===== config.mk =====
export PLATFORM = sky130hd
export DESIGN_NAME = lvsd_ctrl_flat
export DESIGN_NICKNAME = d
export VERILOG_FILES = /design/src/inc/lvsd_pkg.sv /design/src/inc/lvsd_if.sv /design/src/logic/lvsd_ctrl.sv /design/src/flat_wrapper.sv
export SDC_FILE = /design/constraint.sdc
export NUM_CORES = 1
export LEC_CHECK = 0
export ABC_CLOCK_PERIOD_IN_PS = 5760
export BUFFER_PORTS_ARGS = -buffer_cell sky130_fd_sc_hd__buf_4
export CORE_ASPECT_RATIO = 0.5
export CORE_UTILIZATION = 35
export DETAILED_ROUTE_END_ITERATION = 8
export GPL_TIMING_DRIVEN = 1
export PLACE_DENSITY = 0.64
export SYNTH_ARGS = -nofsm -noshare
export SYNTH_HDL_FRONTEND = slang
export SYNTH_SLANG_ARGS = --single-unit

===== constraint.sdc =====
create_clock -name clock -period 5.76 [get_ports clock]
set_clock_uncertainty 0.05 [all_clocks]
set_input_delay 0.576 -clock clock [delete_from_list [all_inputs] [get_ports clock]]
set_output_delay 0.576 -clock clock [all_outputs]
set_load 0.02 [all_outputs]

===== src/inc/lvsd_pkg.sv =====
// ****************************************
// shared constants for both link ends
// ****************************************
package lvsd_pkg;
  localparam int CLK_MHZ        = 100;  // system clock rate
  localparam int CK_HALF        = 4;    // system cycles per half link clock
  // long waits in their own units, then in system cycles
  localparam int RST_PU_US      = 200;  // reset hold after power-up
  localparam int RST_PU_CYC     = RST_PU_US * CLK_MHZ;
  localparam int RST_SP_NS      = 100;  // reset hold with stable power
  localparam int RST_SP_CYC     = (RST_SP_NS * CLK_MHZ + 999) / 1000;
  localparam int CKE_LEAD_NS    = 10;   // cke low ahead of reset release
  localparam int CKE_LEAD_CYC   = (CKE_LEAD_NS * CLK_MHZ + 999) / 1000;
  localparam int CKE_WAIT_US    = 500;  // reset release to cke high
  localparam int CKE_WAIT_CYC   = CKE_WAIT_US * CLK_MHZ;
  // waits counted in link clocks
  localparam int CLK_STAB_TCK   = 5;    // stable clock before cke
  localparam int XS_TCK         = 8;    // self refresh exit, plain default
  localparam int XPR_TCK        = (XS_TCK > 5) ? XS_TCK : 5;
  localparam int MRD_TCK        = 4;    // mode write spacing, plain default
  localparam int MOD_TCK        = 12;   // mode to command delay, plain default
  localparam int DLLK_TCK       = 512;  // dll lock time, plain default
  localparam int ZQINIT_TCK     = 512;  // initial cal time, plain default
  localparam int CAL_TCK        = (DLLK_TCK > ZQINIT_TCK) ? DLLK_TCK : ZQINIT_TCK;
  // widths
  localparam int WAIT_W         = 20;
  localparam int TCK_W          = 10;
  localparam int ROW_W          = 14;
  localparam int BANK_W         = 3;
  localparam int NBANKS         = 8;
  // address bit positions
  localparam int AUTO_CLOSE_BIT = 10;
  localparam int CHOP_SEL_BIT   = 12;
  localparam int DLL_RST_BIT    = 8;
  localparam int DLL_OFF_BIT    = 0;
  localparam int BURST_ILV_BIT  = 3;
  // mode register numbers on bank_select
  localparam logic [2:0] MR_TWO   = 3'h2;
  localparam logic [2:0] MR_THREE = 3'h3;
  localparam logic [2:0] MR_ONE   = 3'h1;
  localparam logic [2:0] MR_ZERO  = 3'h0;
  // burst length field of mode register zero
  localparam logic [1:0] BL_FIX8 = 2'h0;
  localparam logic [1:0] BL_OTF  = 2'h1;
  // {cs_n, ras_n, cas_n, we_n}
  typedef enum logic [3:0] {
    CMD_MRS = 4'b0000, CMD_REF = 4'b0001, CMD_PRE = 4'b0010, CMD_ACT  = 4'b0011,
    CMD_WR  = 4'b0100, CMD_RD  = 4'b0101, CMD_ZQ  = 4'b0110, CMD_NOP  = 4'b0111,
    CMD_DES = 4'b1111
  } lvsd_cmd_t;
  typedef enum logic [1:0] {
    OP_ACT = 2'b00, OP_RD = 2'b01, OP_WR = 2'b10, OP_REF = 2'b11
  } lvsd_op_t;
endpackage


===== src/inc/lvsd_if.sv =====
// ****************************************
// link between controller and memory
// ****************************************
interface lvsd_if;
  logic        reset_n;              // memory reset, active low
  logic        ck;                   // link clock from controller
  logic        cke;                  // clock enable
  logic [3:0]  cmd_n;                // cs_n ras_n cas_n we_n
  logic [2:0]  bank_select;          // bank or mode register number
  logic [13:0] row_col_address;      // row, column or mode value
  logic        termination_ctrl_in;  // termination control
  logic        term_hiz;             // memory termination held off
  modport ctrl (output reset_n, ck, cke, cmd_n, bank_select, row_col_address,
                termination_ctrl_in, input term_hiz);
  modport dev (input reset_n, ck, cke, cmd_n, bank_select, row_col_address,
               termination_ctrl_in, output term_hiz);
endinterface


===== src/logic/lvsd_ctrl.sv =====
// How it works
// - memory has eight banks, eightfold prefetch
// - one access is eight half-clock beats, four when chopped
// - bursts run eight beats or four chopped
// - activate carries bank and fourteen-bit row
// - column, auto close bit, chop bit
// - power-up reset held at least 200 us
// - cke low 10 ns before reset release
// - wait 500 us from release to cke
// - link clock runs five clocks before cke
// - nop registered before cke rises
// - cke stays high through initialisation
// - memory termination off until cke seen
// - termination control held low during init
// - wait reset exit time before mode writes
// - mode writes in order two three one zero
// - dll enabled, then dll restart
// - long calibration, then lock and cal wait
// - only nop between mode writes and calibration
// - stable power reset held 100 ns
// - stable power reset reruns whole sequence
// - reset pin clears memory at once
// - mode writes spaced by write spacing
// - mode to command delay before commands
module lvsd_ctrl #(
  parameter int unsigned RST_PU_CYCLES   = lvsd_pkg::RST_PU_CYC,
  parameter int unsigned CKE_WAIT_CYCLES = lvsd_pkg::CKE_WAIT_CYC
) (
  // clock and reset
  input  logic                    clock,
  input  logic                    rst_n,
  // link
  lvsd_if.ctrl                    mem,
  // mode values and controls
  input  logic                    soft_reset,
  input  logic [13:0]             mr0_val,
  input  logic [13:0]             mr1_val,
  input  logic [13:0]             mr2_val,
  input  logic [13:0]             mr3_val,
  input  logic                    term_on,
  // user orders
  input  logic                    req_valid,
  input  lvsd_pkg::lvsd_op_t      req_op,
  input  logic [2:0]              req_bank,
  input  logic [13:0]             req_addr,
  input  logic                    req_auto_close,
  input  logic                    req_chop,
  // status
  output logic                    req_ready,
  output logic                    init_done
);
  import lvsd_pkg::*;

  typedef enum logic [3:0] {
    ST_RST_HOLD = 4'b0000,  // memory reset asserted
    ST_CKE_LOW  = 4'b0001,  // reset released, cke low
    ST_XPR      = 4'b0010,  // reset exit wait
    ST_MRS      = 4'b0011,  // mode register writes
    ST_LONG_IMPEDANCE_CAL_CMD     = 4'b0100,  // calibration command
    ST_CAL      = 4'b0101,  // lock and calibration wait
    ST_READY    = 4'b0110   // normal orders
  } lvsd_state_t;

  lvsd_state_t        state_q;
  logic [1:0]         ck_cnt_q;      // divider count
  logic               ck_q;          // link clock
  logic               fall;          // link clock about to fall
  logic [WAIT_W-1:0]  wait_q;        // system cycle countdown
  logic [TCK_W-1:0]   tck_q;         // link clock countdown
  logic [1:0]         mr_idx_q;      // which mode write is next
  logic               reset_n_q, cke_q, term_q, done_q, ready_q, pend_q;
  lvsd_cmd_t          cmd_q;
  logic [2:0]         ba_q;
  logic [13:0]        addr_q;
  logic [2:0]         mr_ba;         // bank code of next mode write
  logic [13:0]        mr_addr;       // value of next mode write
  lvsd_op_t           op_q;          // latched order
  logic [2:0]         rbank_q;
  logic [13:0]        raddr_q;

  // ****************************************
  // link clock divider
  // ****************************************
  // runs always so the clock is stable long before cke rises
  always_ff @(posedge clock) begin
    if (!rst_n) begin
      ck_cnt_q <= '0;
      ck_q     <= 1'b0;
    end else if (ck_cnt_q == 2'(CK_HALF - 1)) begin
      ck_cnt_q <= '0;
      ck_q     <= !ck_q;
    end else begin
      ck_cnt_q <= ck_cnt_q + 2'h1;
    end
  end
  // commands change on the falling edge, memory takes them on the rising
  assign fall = (ck_cnt_q == 2'(CK_HALF - 1)) && ck_q;

  // ****************************************
  // mode write selection
  // ****************************************
  always_comb begin
    unique case (mr_idx_q)
      2'h0: begin mr_ba = MR_TWO;   mr_addr = mr2_val; end
      2'h1: begin mr_ba = MR_THREE; mr_addr = mr3_val; end
      2'h2: begin                                           // dll enabled
        mr_ba   = MR_ONE;
        mr_addr = mr1_val & ~(14'h1 << DLL_OFF_BIT);
      end
      2'h3: begin                                           // dll restart
        mr_ba   = MR_ZERO;
        mr_addr = mr0_val | (14'h1 << DLL_RST_BIT);
      end
    endcase
  end

  // ****************************************
  // initialisation sequencer
  // ****************************************
  always_ff @(posedge clock) begin
    if (!rst_n) begin
      state_q   <= ST_RST_HOLD;
      wait_q    <= WAIT_W'(RST_PU_CYCLES);
      tck_q     <= '0;
      mr_idx_q  <= '0;
      reset_n_q <= 1'b0;
      cke_q     <= 1'b0;
      cmd_q     <= CMD_NOP;
      ba_q      <= '0;
      addr_q    <= '0;
      done_q    <= 1'b0;
      ready_q   <= 1'b0;
      pend_q    <= 1'b0;
      op_q      <= OP_ACT;
      rbank_q   <= '0;
      raddr_q   <= '0;
    end else if (soft_reset) begin
      // cke drops with reset, so it leads the release by the whole hold
      state_q   <= ST_RST_HOLD;
      wait_q    <= WAIT_W'(RST_SP_CYC);
      reset_n_q <= 1'b0;
      cke_q     <= 1'b0;
      cmd_q     <= CMD_NOP;
      mr_idx_q  <= '0;
      done_q    <= 1'b0;
      ready_q   <= 1'b0;
      pend_q    <= 1'b0;
    end else begin
      // a command lives one link clock, then nop
      if (fall) cmd_q <= CMD_NOP;
      if (fall && tck_q != '0) tck_q <= tck_q - 1'b1;
      unique case (state_q)
        ST_RST_HOLD: begin
          if (wait_q == '0 && CKE_LEAD_CYC <= RST_SP_CYC) begin
            reset_n_q <= 1'b1;
            wait_q    <= WAIT_W'(CKE_WAIT_CYCLES);
            tck_q     <= TCK_W'(CLK_STAB_TCK);
            state_q   <= ST_CKE_LOW;
          end else begin
            wait_q <= wait_q - 1'b1;
          end
        end
        ST_CKE_LOW: begin
          if (wait_q != '0) begin
            wait_q <= wait_q - 1'b1;
          end else if (fall && tck_q == '0) begin
            cke_q   <= 1'b1;
            tck_q   <= TCK_W'(XPR_TCK);
            state_q <= ST_XPR;
          end
        end
        ST_XPR: begin
          if (fall && tck_q == '0) state_q <= ST_MRS;
        end
        ST_MRS: begin
          if (fall && tck_q == '0) begin
            cmd_q    <= CMD_MRS;
            ba_q     <= mr_ba;
            addr_q   <= mr_addr;
            mr_idx_q <= mr_idx_q + 2'h1;
            if (mr_idx_q == 2'h3) begin
              tck_q   <= TCK_W'(MOD_TCK);
              state_q <= ST_LONG_IMPEDANCE_CAL_CMD;
            end else begin
              tck_q   <= TCK_W'(MRD_TCK);
            end
          end
        end
        ST_LONG_IMPEDANCE_CAL_CMD: begin
          if (fall && tck_q == '0) begin
            cmd_q   <= CMD_ZQ;
            ba_q    <= '0;
            addr_q  <= 14'h1 << AUTO_CLOSE_BIT;             // long form
            tck_q   <= TCK_W'(CAL_TCK);
            state_q <= ST_CAL;
          end
        end
        ST_CAL: begin
          if (fall && tck_q == '0) begin
            done_q  <= 1'b1;
            ready_q <= 1'b1;
            state_q <= ST_READY;
          end
        end
        ST_READY: begin
          if (req_valid && ready_q) begin
            ready_q <= 1'b0;
            pend_q  <= 1'b1;
            op_q    <= req_op;
            rbank_q <= req_bank;
            raddr_q <= req_addr;                            // a row keeps all bits
            if (req_op == OP_RD || req_op == OP_WR) begin
              raddr_q[AUTO_CLOSE_BIT] <= req_auto_close;
              raddr_q[CHOP_SEL_BIT]   <= !req_chop;         // low chops to four
            end
          end else if (fall && pend_q) begin
            pend_q  <= 1'b0;
            ready_q <= 1'b1;
            ba_q    <= rbank_q;
            addr_q  <= raddr_q;
            unique case (op_q)
              OP_ACT: cmd_q <= CMD_ACT;
              OP_RD:  cmd_q <= CMD_RD;
              OP_WR:  cmd_q <= CMD_WR;
              OP_REF: cmd_q <= CMD_REF;
            endcase
          end
        end
        default: state_q <= ST_RST_HOLD;
      endcase
    end
  end

  // ****************************************
  // termination control
  // ****************************************
  // held low through init so nominal termination may be enabled
  always_ff @(posedge clock) begin
    if (!rst_n) term_q <= 1'b0;
    else        term_q <= done_q && term_on;
  end

  assign mem.reset_n             = reset_n_q;
  assign mem.ck                  = ck_q;
  assign mem.cke                 = cke_q;
  assign mem.cmd_n               = cmd_q;
  assign mem.bank_select         = ba_q;
  assign mem.row_col_address     = addr_q;
  assign mem.termination_ctrl_in = term_q;
  assign req_ready               = ready_q;
  assign init_done               = done_q;
endmodule // lvsd_ctrl


===== src/flat_wrapper.sv =====
// flat-port wrapper written by rule: the top's interface ports become plain ports
module lvsd_ctrl_flat import lvsd_pkg::*;
#(
  parameter int unsigned RST_PU_CYCLES   = lvsd_pkg::RST_PU_CYC,
  parameter int unsigned CKE_WAIT_CYCLES = lvsd_pkg::CKE_WAIT_CYC
)
  (clock, rst_n, soft_reset, mr0_val, mr1_val, mr2_val, mr3_val, term_on, req_valid, req_op, req_bank, req_addr, req_auto_close, req_chop, req_ready, init_done, mem_reset_n, mem_ck, mem_cke, mem_cmd_n, mem_bank_select, mem_row_col_address, mem_termination_ctrl_in, mem_term_hiz);
  lvsd_if mem_i ();
  input  logic clock;
  input  logic rst_n;
  input  logic soft_reset;
  input  logic [13:0] mr0_val;
  input  logic [13:0] mr1_val;
  input  logic [13:0] mr2_val;
  input  logic [13:0] mr3_val;
  input  logic term_on;
  input  logic req_valid;
  input  lvsd_pkg::lvsd_op_t req_op;
  input  logic [2:0] req_bank;
  input  logic [13:0] req_addr;
  input  logic req_auto_close;
  input  logic req_chop;
  output logic req_ready;
  output logic init_done;
  output wire logic [$bits(mem_i.reset_n)-1:0] mem_reset_n;
  output wire logic [$bits(mem_i.ck)-1:0] mem_ck;
  output wire logic [$bits(mem_i.cke)-1:0] mem_cke;
  output wire logic [$bits(mem_i.cmd_n)-1:0] mem_cmd_n;
  output wire logic [$bits(mem_i.bank_select)-1:0] mem_bank_select;
  output wire logic [$bits(mem_i.row_col_address)-1:0] mem_row_col_address;
  output wire logic [$bits(mem_i.termination_ctrl_in)-1:0] mem_termination_ctrl_in;
  input wire logic [$bits(mem_i.term_hiz)-1:0] mem_term_hiz;
  assign mem_reset_n = mem_i.reset_n;
  assign mem_ck = mem_i.ck;
  assign mem_cke = mem_i.cke;
  assign mem_cmd_n = mem_i.cmd_n;
  assign mem_bank_select = mem_i.bank_select;
  assign mem_row_col_address = mem_i.row_col_address;
  assign mem_termination_ctrl_in = mem_i.termination_ctrl_in;
  assign mem_i.term_hiz = mem_term_hiz;
  lvsd_ctrl #(.RST_PU_CYCLES(RST_PU_CYCLES), .CKE_WAIT_CYCLES(CKE_WAIT_CYCLES)) u_core (.clock(clock), .rst_n(rst_n), .mem(mem_i), .soft_reset(soft_reset), .mr0_val(mr0_val), .mr1_val(mr1_val), .mr2_val(mr2_val), .mr3_val(mr3_val), .term_on(term_on), .req_valid(req_valid), .req_op(req_op), .req_bank(req_bank), .req_addr(req_addr), .req_auto_close(req_auto_close), .req_chop(req_chop), .req_ready(req_ready), .init_done(init_done));
endmodule

==> results.env, run 1 <==
OUTCOME='finished, violations left'
VIOLATIONS='design-rule violations'
SETUP.WORST_PATH.END_CLASS='flip-flop'
WORST_RELATIVE_SLEW_SLACK=0.2229
FINAL.MIN_CLOCK_PERIOD_PS=2871
IOS=110
CTS.ROOT.BUFFER_CELL='clkbuf_16'
REPORT.FINAL.SETUP_VIOL=0
FINAL_NETS=739
PEAKVDDDROP_mV=0.1218
POSTSYNTHCELLCOUNT=568
FIRST_GLOBAL_VIAS=4294
CORE_UM2=12740
WORSTREGTOREGCELLS=5
WORSTSETUPENDPOINT='u_core.tck_q[7]$_SDFFE_PN0N_'
SYN_AREA_UM2=4601
TIMING.RR.END='u_core.tck_q[7]$_SDFFE_PN0N_'
CLOCK_TREE.BUFFER_DEPTH=2
PATH_BUF_INV=0
POWER_LEAKAGE_nW=2.166
WORSTSETUPSTARTPOINT='u_core.state_q[0]$_SDFFE_PP0P_'
SEQ_AREA_UM2=1682
HOLD_PATH_CLASS='reg2reg'
ROW_COUNT=29
INITIAL_CORE_UTIL=0.3612
MAXIMUM_NUMBER_OF_PINS_ON_ONE_NET_BEFORE_GLOBAL_ROUTE_REPAIR=46
DETAIL_ROUTE.ITER0.VIOLATIONS=253
FRACTION_OF_THE_YOSYS_AREA_TAKEN_BY_SEQUENTIAL_CELLS=0.3655
POST_CTS.RESIZED_INSTANCES=0
POSTROUTEANTENNANETS=0
TIMING.CRITICAL_PATH.MAX_DELAY_FAMILY='simple AND/OR/NAND/NOR gates'
AREA_GROWTH_FROM_SYNTHESIS_TO_FINAL_LAYOUT_PCT=24.56
YS_ASYNC_SR_FRACTION=0
NUMBER_OF_SYNTHESIZED_REGISTER_BITS=84
PATH_MAX_FANOUT=19
NETLIST-CELL-TYPE-COUNT=74
CPMAXSTAGEDELAYCELL='dfxtp_1'
CLOCK_LATENCY_PS=350
MAX_STAGE_DELAY_PS=690
SYNTH-EDFF-COUNT=0
MULTI_INPUT_AREA_UM2=2651
FINAL_GLOBAL_ROUTE_OVERFLOW_TOTAL=0
REMAINING_DRC_ERRORS=2
CHIPHEIGHT_UM=83.07
SETUP.REG_TO_REG.WORST_SLACK_PS=2890
NFILLCELLS=1292
HOLD_VIOLATIONS=0
TRITONCTS_CLOCK_TREE='done'
HPWL_MM=9.208
GRTUSAGETOTAL=0.2020
IO_BUFFER_COUNT=106
CLOCK_TREE.HTREE_LEVEL_COUNT=3
ROUTED-VIA-COUNT=4616
POST-CTS-SETUP-BUFFERS=0
TOTALWIRELENGTH_MM=13.20
TIMING.CRITICAL_PATH.REQUIRED_PS=5950
FINAL_LAYOUT_SIZE_SUFFIX_GT1_FRAC=0.2427
ROUTED_WIRE_LENGTH_PER_INSTANCE_UM=16.08
TIMING.FINAL.CRIT_SHARE=0.4984
CAP_VIOL_MAX_COUNT=0
WORST_SETUP_PATH_CLASS='reg2reg'
CLK_PIN_SLEW_PS=70
TRANSITION_TIME_AT_THE_PIN_WITH_THE_LEAST_SLEW_MARGIN_PS=1160
SYNTH_NETS=661
TIMING.SETUP.TNS_PS=0
DRTPASS1ITERATIONS=7
SYNTH-MAIN-FF-CELL='dfxtp_1'
CRIT_PATH_START_KIND='flip-flop'
ANTENNA_FOUND_INITIAL=0
RR_STARTPOINT='u_core.state_q[0]$_SDFFE_PP0P_'
POST_SYNTH.CELL_AREA_AVG_UM2=8.100
HOLDBUFCOUNTCTS=0
CTS_SINKS=84
PLACE_CONGESTION=0.8435
GRT_SETUP_UNREPAIRED='no'
FINAL_CORE_UTILIZATION=0.4499
FP.DIEAREA_UM2=13640
GLOBAL_ROUTE_WIRE_LENGTH_BEFORE_REPAIR_MM=21.85
FMAX_MHz=348.3
SYNTH.YOSYS.WARNINGS=0
CRIT_PATH_CELL_TRACE='nand2b_1 -> nor4_1 -> a311oi_1 -> nor3_1 -> o41ai_1'
CRIT_CELLS=5
POWER-PER-CELL-AREA_nW_PER_UM2=227.8
WORSTPATHARRIVAL_PS=3060
ANTENNA-DIODE-COUNT=0
VIA_PER_INST=5.622
TIMING.FINAL.MAX_SLEW_VIOLATIONS=0
DIE_WIDTH_UM=164.1
CTS-BUFFERS-INSERTED=9
## registers in the layout, indices dropped and copies added, names as in the netlist, 2 cells and up
name and cells:
u_core.ck_cnt_q 2, u_core.state_q 3, u_core.rbank_q 3, u_core.wait_q 20
u_core.mem.bank_select 3, u_core.tck_q 10, u_core.mem.row_col_address 14, u_core.raddr_q 14
u_core.op_q 2, u_core.mem.cmd_n 4, u_core.mr_idx_q 2
## power breakdown
group / internal [W] / total, W / leakage (nW) / switching, W
Combinational: 0.0000608 / 0.000120 / 1.34 / 0.0000588
Sequential: 0.000590 / 0.000598 / 0.680 / 0.00000863
Clock: 0.000339 / 0.000588 / 0.147 / 0.000249
## synthesized netlist by cell type (4+ instances only)
master     n  area share
nand2b_1   4      0.0054
clkbuf_1  30       0.024
nor4_1     7      0.0095
ha_1      10       0.027
buf_2      4      0.0044
nor3_1    18       0.020
and2_1     6      0.0082
or3_1      8       0.011
a211oi_1   6      0.0098
nand3_1   17       0.018
o21ai_0   33       0.036
dfxtp_1   84        0.37
nor2_1    52       0.042
o211ai_1   5      0.0082
nand2_1   79       0.064
o22ai_1    5      0.0068
xnor2_1    4      0.0076
and3_1     4      0.0054
a22oi_1   13       0.021
o31ai_1    5      0.0082
buf_1      4      0.0033
a311oi_1   6       0.011
a31oi_1    9       0.012
inv_1     14       0.011
a21oi_1   38       0.041
or4_1      4      0.0065
a222oi_1  12       0.026
nand4_1    6      0.0082
a211oi_2  11       0.030
## kinds of logic (layout without fill, tap and decap cells)
logic type                 after synthesis  in the layout  share of synthesized area
AOI/OAI and AO/OA                      172            172                     0.2736
adders and majority gates               10             10                    0.02720
DFF                                     84             84                     0.3655
and+or+nand+nor                        234            234                     0.2567
muxes                                    4              4                   0.009246
buffers and inverters                   59            142                    0.05820
xor gates and xnor gates                 5              5                   0.009518
## cell type report
cell class / count / share of cell area
Clock inverter: 7 / 0.01288
Sequential cell: 84 / 0.2934
Tap cell: 170 / 0.03712
Timing Repair Buffer: 110 / 0.1441
Clock buffer: 9 / 0.03930
Inverter: 16 / 0.01048
Multi-Input combinational cell: 425 / 0.4627
## how the worst min path moves through the flow
| stage | start | to | cells after the start |
|---|---|---|---|
| finish | u_core.ck_cnt_q[0]$_SDFF_PP0_ | u_core.ck_cnt_q[0]$_SDFF_PP0_ | 1 |
| global route | u_core.ck_cnt_q[0]$_SDFF_PP0_ | u_core.ck_cnt_q[0]$_SDFF_PP0_ | 1 |
| CTS | u_core.ck_cnt_q[0]$_SDFF_PP0_ | u_core.ck_cnt_q[0]$_SDFF_PP0_ | 1 |
| detailed placement | u_core.ck_cnt_q[0]$_SDFF_PP0_ | u_core.ck_cnt_q[0]$_SDFF_PP0_ | 1 |
| global placement | u_core.ck_cnt_q[0]$_SDFF_PP0_ | u_core.ck_cnt_q[0]$_SDFF_PP0_ | 1 |
| floorplan | u_core.ck_cnt_q[0]$_SDFF_PP0_ | u_core.ck_cnt_q[0]$_SDFF_PP0_ | 1 |
## cells in the final DEF (no fill, tap or decap), types with 3 or more instances in the layout
cell type and count:
a31o_2 3, ha_1 10, nand2_1 79, a311oi_1 6
nand3b_1 3, nor2_1 52, nor4_1 7, o211ai_1 5
nand3_1 17, inv_6 3, or4_1 4, o21ai_0 33
a222oi_1 12, nor3_1 18, nand2b_1 4, a21oi_1 38
o31ai_1 5, dfxtp_1 84, and3_1 4, nor2_2 3
a211oi_1 6, or2_2 3, a211oi_2 11, nand4_1 6
inv_1 14, or3_1 8, and2_1 6, buf_4 110
xnor2_1 4, clkbuf_16 9, and4_1 3, a22oi_1 13
a31oi_1 9, o22ai_1 5
## metal layers
metal  vias to the layer above  share of wire  track usage
met4                         0          0.013      0.06061
met2                       132           0.47       0.3230
met1                      2176           0.45       0.2626
met3                        16          0.068      0.05744
li1                       2292              -            -
met5                         -              0            0
## per-stage QoR
stage | total power (W) | setup slack (ps) | area, um^2 | cells | hold slack (ps)
final | 0.001306 | 2889 | 5731 | 821 | 378.7
after global routing | 0.001356 | 2662 | 5731 | 821 | 401.2
after CTS | 0.001313 | 2890 | 5731 | 821 | 378.3
after detailed placement | 0.0007308 | 2893 | 5431 | 805 | 368.7
after global placement | 0.0007288 | 2944 | 5431 | 805 | 362.9
after floorplan | 0.0006700 | 3510 | 4601 | 568 | 354.3
Note: power is estimated with default switching activity, not from simulation.
==> run 2, diff against run 1 <==
--- a/config.mk
+++ b/config.mk
@@ -5,13 +5,14 @@
 export SDC_FILE = /design/constraint.sdc
 export NUM_CORES = 1
 export LEC_CHECK = 0
-export ABC_CLOCK_PERIOD_IN_PS = 5760
+export ABC_AREA = 1
+export ABC_CLOCK_PERIOD_IN_PS = 2450
 export BUFFER_PORTS_ARGS = -buffer_cell sky130_fd_sc_hd__buf_4
 export CORE_ASPECT_RATIO = 0.5
 export CORE_UTILIZATION = 35
 export DETAILED_ROUTE_END_ITERATION = 8
 export GPL_TIMING_DRIVEN = 1
-export PLACE_DENSITY = 0.64
+export PLACE_DENSITY = 0.66
 export SYNTH_ARGS = -nofsm -noshare
 export SYNTH_HDL_FRONTEND = slang
 export SYNTH_SLANG_ARGS = --single-unit
==> constraint.sdc (replaced) <==
create_clock -name clock -period 2.45 [get_ports clock]
set_clock_uncertainty 0.05 [all_clocks]
set_input_delay 0.245 -clock clock [delete_from_list [all_inputs] [get_ports clock]]
set_output_delay 0.245 -clock clock [all_outputs]
set_load 0.02 [all_outputs]
==> run 2 against run 1 <==
  * The run still ends with design-rule violations left
  * First-iteration DRC count up 65%
  * Largest cell class unchanged
  * Hold slack worse by 310 ps
  * Via count up 9.9%
  * Fmax up 33%
  * Clock power up 140%
  * Sequential share of layout area down 1.4 points
  * Global-route usage up 0.15 points
  * Setup slack worse by 2600 ps
  * Utilization up 1.6 points
  * Routed wire length up 5.7%
  * Critical path depth up 4
==> results.env, run 2 <==
OUTCOME='finished, violations left'  # unchanged
VIOLATIONS='design-rule violations'  # unchanged
POSTROUTEANTENNANETS=0  # unchanged
YS_ASYNC_SR_FRACTION=0  # unchanged
SYN_AREA_UM2=4738  # was 4601 um^2
SYNTH-EDFF-COUNT=0  # unchanged
TIMING.SETUP.TNS_PS=0  # unchanged
TOTALWIRELENGTH_MM=13.95  # was 13.20 mm
SYNTH_AREA_LEADERS='dfxtp_1 35%, nand2_1 14%, a21oi_1 7.6%'  # was dfxtp_1 37%, nand2_1 6.4%, nor2_1 4.2%
HOLD_PATH_CLASS='in2reg'  # was reg2reg
LEADING_CELL_TYPE_IN_THE_LAYOUT_FILL_AND_TAPS_EXCLUDED='nand2_1'  # was buf_4
FINAL.MIN_CLOCK_PERIOD_PS=2151  # was 2871 ps
ROUTED_WIRE_LENGTH_PER_INSTANCE_UM=13.93  # was 16.08 um
HOLDWS_PS=69.02  # was 378.7 ps
ROUTED-VIA-COUNT=5074  # was 4616
SYNTH_TOP_CELL_BY_AREA='dfxtp_1'  # unchanged
FP.DIEAREA_UM2=14040  # was 13640 um^2
POST-CTS-SETUP-BUFFERS=0  # unchanged
WORST_SETUP_PATH_CLASS='reg2reg'  # unchanged
NUMBER_OF_SYNTHESIZED_REGISTER_BITS=84  # unchanged
WORSTREGTOREGCELLS=9  # was 5
NETLIST-CELL-TYPE-COUNT=37  # was 74
POSTSYNTHCELLCOUNT=727  # was 568
ANTENNA_FOUND_INITIAL=0  # unchanged
CAP_VIOL_MAX_COUNT=0  # unchanged
MAXIMUM_NUMBER_OF_PINS_ON_ONE_NET_BEFORE_GLOBAL_ROUTE_REPAIR=36  # was 46
POWER-PER-CELL-AREA_nW_PER_UM2=551.1  # was 227.8 nW/um^2
CLK_PIN_SLEW_PS=70  # about the same
POWER_LEAKAGE_nW=2.595  # was 2.166 nW
CRIT_PATH_START_KIND='flip-flop'  # unchanged
HPWL_MM=10.18  # was 9.208 mm
SYNTH.YOSYS.WARNINGS=0  # unchanged
RR_STARTPOINT='u_core.ck_cnt_q[0]$_SDFF_PP0_'  # was u_core.state_q[0]$_SDFFE_PP0P_
SYNTH.MOST_COMMON_CELL='nand2_1'  # was dfxtp_1
ROW_COUNT=29  # unchanged
BUSIEST_LAYER='met2'  # unchanged
CRIT_PATH_CELL_TRACE='ha_1 -> nand2_1 -> inv_1 -> nand4_2 -> nor2_1 -> nand2_1 -> nand2_1 -> nor2_1 -> a21oi_1'  # was nand2b_1 -> nor4_1 -> a311oi_1 -> nor3_1 -> o41ai_1
DIE_WIDTH_UM=166.5  # was 164.1 um
VIA_PER_INST=5.064  # was 5.622
FRACTION_OF_SYNTHESIZED_CELL_AREA_TAKEN_BY_THE_TOP_AREA_CELL_TYPE=0.3549  # was 0.3655
GRTUSAGETOTAL=0.2036  # was 0.2020
SYNTH_NETS=820  # was 661
ANTENNA-DIODE-COUNT=0  # unchanged
CPMAXSTAGEDELAYCELL='nor2_1'  # was dfxtp_1
TIMING.HOLD.WORST_ENDPOINT='u_core.mem.termination_ctrl_in$_SDFF_PN0_'  # was u_core.ck_cnt_q[0]$_SDFF_PP0_
GRT_SETUP_UNREPAIRED='no'  # unchanged
SYNTH-MAIN-FF-CELL='dfxtp_1'  # unchanged
TIMING.FINAL.MAX_SLEW_VIOLATIONS=0  # unchanged
FMAX_MHz=464.9  # was 348.3 MHz
HOLDBUFCOUNTCTS=0  # unchanged
PATH_MAX_FANOUT=8  # was 19
LARGEST_REG_FLOPS=20  # unchanged
POST_SYNTH.CELL_AREA_AVG_UM2=6.518  # was 8.100 um^2
WORSTSETUPSTARTPOINT='u_core.ck_cnt_q[0]$_SDFF_PP0_'  # was u_core.state_q[0]$_SDFFE_PP0P_
WORST_RELATIVE_SLEW_SLACK=0.5477  # was 0.2229
GROUTE.LAYER.MET1.USAGE=0.2430  # was 0.2626
FRACTION_OF_THE_YOSYS_AREA_TAKEN_BY_SEQUENTIAL_CELLS=0.3549  # was 0.3655
DETAIL_ROUTE.ITER0.VIOLATIONS=417  # was 253
SYNTHTOPCELLSBYCOUNT='174 x nand2_1, 84 x dfxtp_1, 84 x nor2_1'  # was 84 x dfxtp_1, 79 x nand2_1, 52 x nor2_1
SETUP.REG_TO_REG.WORST_SLACK_PS=300  # was 2890 ps
GROUTE.LAYER.MET3.USAGE=0.04809  # was 0.05744
FINAL_LAYOUT_SIZE_SUFFIX_GT1_FRAC=0.1839  # was 0.2427
AREA_GROWTH_FROM_SYNTHESIS_TO_FINAL_LAYOUT_PCT=26.96  # was 24.56%
INITIAL_CORE_UTIL=0.3668  # was 0.3612
HOLD_VIOLATIONS=0  # unchanged
TIMING.FINAL.CRIT_SHARE=0.8779  # was 0.4984
TRANSITION_TIME_AT_THE_PIN_WITH_THE_LEAST_SLEW_MARGIN_PS=678.5  # was 1160 ps
TIMING.RR.END='u_core.tck_q[3]$_SDFFE_PN0N_'  # was u_core.tck_q[7]$_SDFFE_PN0N_
REPORT.FINAL.SETUP_VIOL=0  # unchanged
CORE_UM2=12920  # was 12740 um^2
CLOCK_TREE.BUFFER_DEPTH=2  # unchanged
REMAINING_DRC_ERRORS=15  # was 2
WORSTPATHARRIVAL_PS=2380  # was 3060 ps
CTS_SINKS=84  # unchanged
TIMING.CRITICAL_PATH.REQUIRED_PS=2680  # was 5950 ps
TRITONCTS_CLOCK_TREE='done'  # unchanged
PLACE_CONGESTION=0.8528  # was 0.8435
PEAKVDDDROP_mV=0.3490  # was 0.1218 mV
MOSTFREQUENTLAYOUTCELLS='174 x nand2_1, 116 x buf_4, 84 x nor2_1, 84 x dfxtp_1, 76 x inv_1'  # was 110 x buf_4, 84 x dfxtp_1, 79 x nand2_1
IO_BUFFER_COUNT=106  # unchanged
HOLD_DEPTH=3  # was 1
CLOCK_TREE.HTREE_LEVEL_COUNT=3  # unchanged
GLOBAL_ROUTE_WIRE_LENGTH_BEFORE_REPAIR_MM=22.93  # was 21.85 mm
HOLDCRITSTARTPOINT='term_on'  # was u_core.ck_cnt_q[0]$_SDFF_PP0_
FINAL_GLOBAL_ROUTE_OVERFLOW_TOTAL=0  # unchanged
FINAL_NETS=920  # was 739
MAX_FLOP_REGISTER='u_core.wait_q'  # unchanged
FINAL_CORE_UTILIZATION=0.4657  # was 0.4499
CTS-BUFFERS-INSERTED=9  # unchanged
TIMING.CRITICAL_PATH.MODE_CELL='nand2_1'
NFILLCELLS=1300  # was 1292
MAX_STAGE_DELAY_PS=420  # was 690 ps
CTS.ROOT.BUFFER_CELL='clkbuf_16'  # unchanged
CLOCK_LATENCY_PS=340  # was 350 ps
IOS=110  # unchanged
GRT_MET2_USAGE=0.3648  # was 0.3230
FIRST_GLOBAL_VIAS=4764  # was 4294
SETUP.WORST_PATH.END_CLASS='flip-flop'  # unchanged
DRTPASS1ITERATIONS=6  # was 7
POST_CTS.RESIZED_INSTANCES=0  # unchanged
CHIPHEIGHT_UM=84.28  # was 83.07 um
run 2: worst max-delay path: cells and delay by family (launching register included):
family	cells	cell delay, ps
simple gates	6	1050
compound gates	1	140
fa+ha+maj	1	210
flops	1	340
buf+inv	1	290
run 2: cells by family after synthesis:
group,Yosys count,share of synthesized area
and+or+nand+nor,359,0.3295
AOI/OAI and AO/OA,151,0.1743
buffers and inverters,110,0.09084
DFF,84,0.3549
xor gates and xnor gates,13,0.02403
adders and majority gates,10,0.02641
run 2: routing by layer:
| layer | up-vias | wire length (um) |
|---|---|---|
| li1 | 2584 | - |
| met1 | 2335 | 6269 |
| met2 | 134 | 6581 |
| met3 | 21 | 856 |
| met4 | 0 | 246 |
| met5 | - | 0 |
run 2: how the worst max path moves through the flow:
stage                                                             to  slack (ps)  cells after the start
final                                   u_core.tck_q[3]$_SDFFE_PN0N_         300                      9
after CTS                 u_core.mem.row_col_address[0]$_SDFFE_PN0P_         350                      9
after global placement    u_core.mem.row_col_address[0]$_SDFFE_PN0P_         430                      8
after global routing                    u_core.tck_q[3]$_SDFFE_PN0N_          70                      9
after detailed placement  u_core.mem.row_col_address[0]$_SDFFE_PN0P_         380                      9
after floorplan                       u_core.state_q[0]$_SDFFE_PP0P_         710                     11
run 2: final cells by class:
cell class | count | area (um^2) | area share
well taps | 170 | 212.7 | 0.03536
repair buffers | 116 | 870.8 | 0.1448
inverters | 83 | 311.5 | 0.05179
clock inverters | 7 | 87.58 | 0.01456
clock buffers | 9 | 225.2 | 0.03744
multi-input cells | 533 | 2626 | 0.4366
flip-flops and latches | 84 | 1682 | 0.2795
run 2: stage by stage:
step | instance area, um^2 | setup WS [ps] | instances | total power, W
floorplan | 4738 | 712.5 | 727 | 0.001713
global placement | 5703 | 432.9 | 986 | 0.001894
detailed placement | 5703 | 381.9 | 986 | 0.001903
CTS | 6016 | 347.1 | 1002 | 0.003341
global route | 6016 | 74.17 | 1002 | 0.003460
finish | 6016 | 299.2 | 1002 | 0.003316
run 2: power by group:
group | leakage, nW | total [W] | switching, W | internal, W
combinational | 1.76 | 0.000446 | 0.000248 | 0.000198
sequential | 0.681 | 0.00143 | 0.0000328 | 0.00140
clock | 0.155 | 0.00144 | 0.000622 | 0.000817
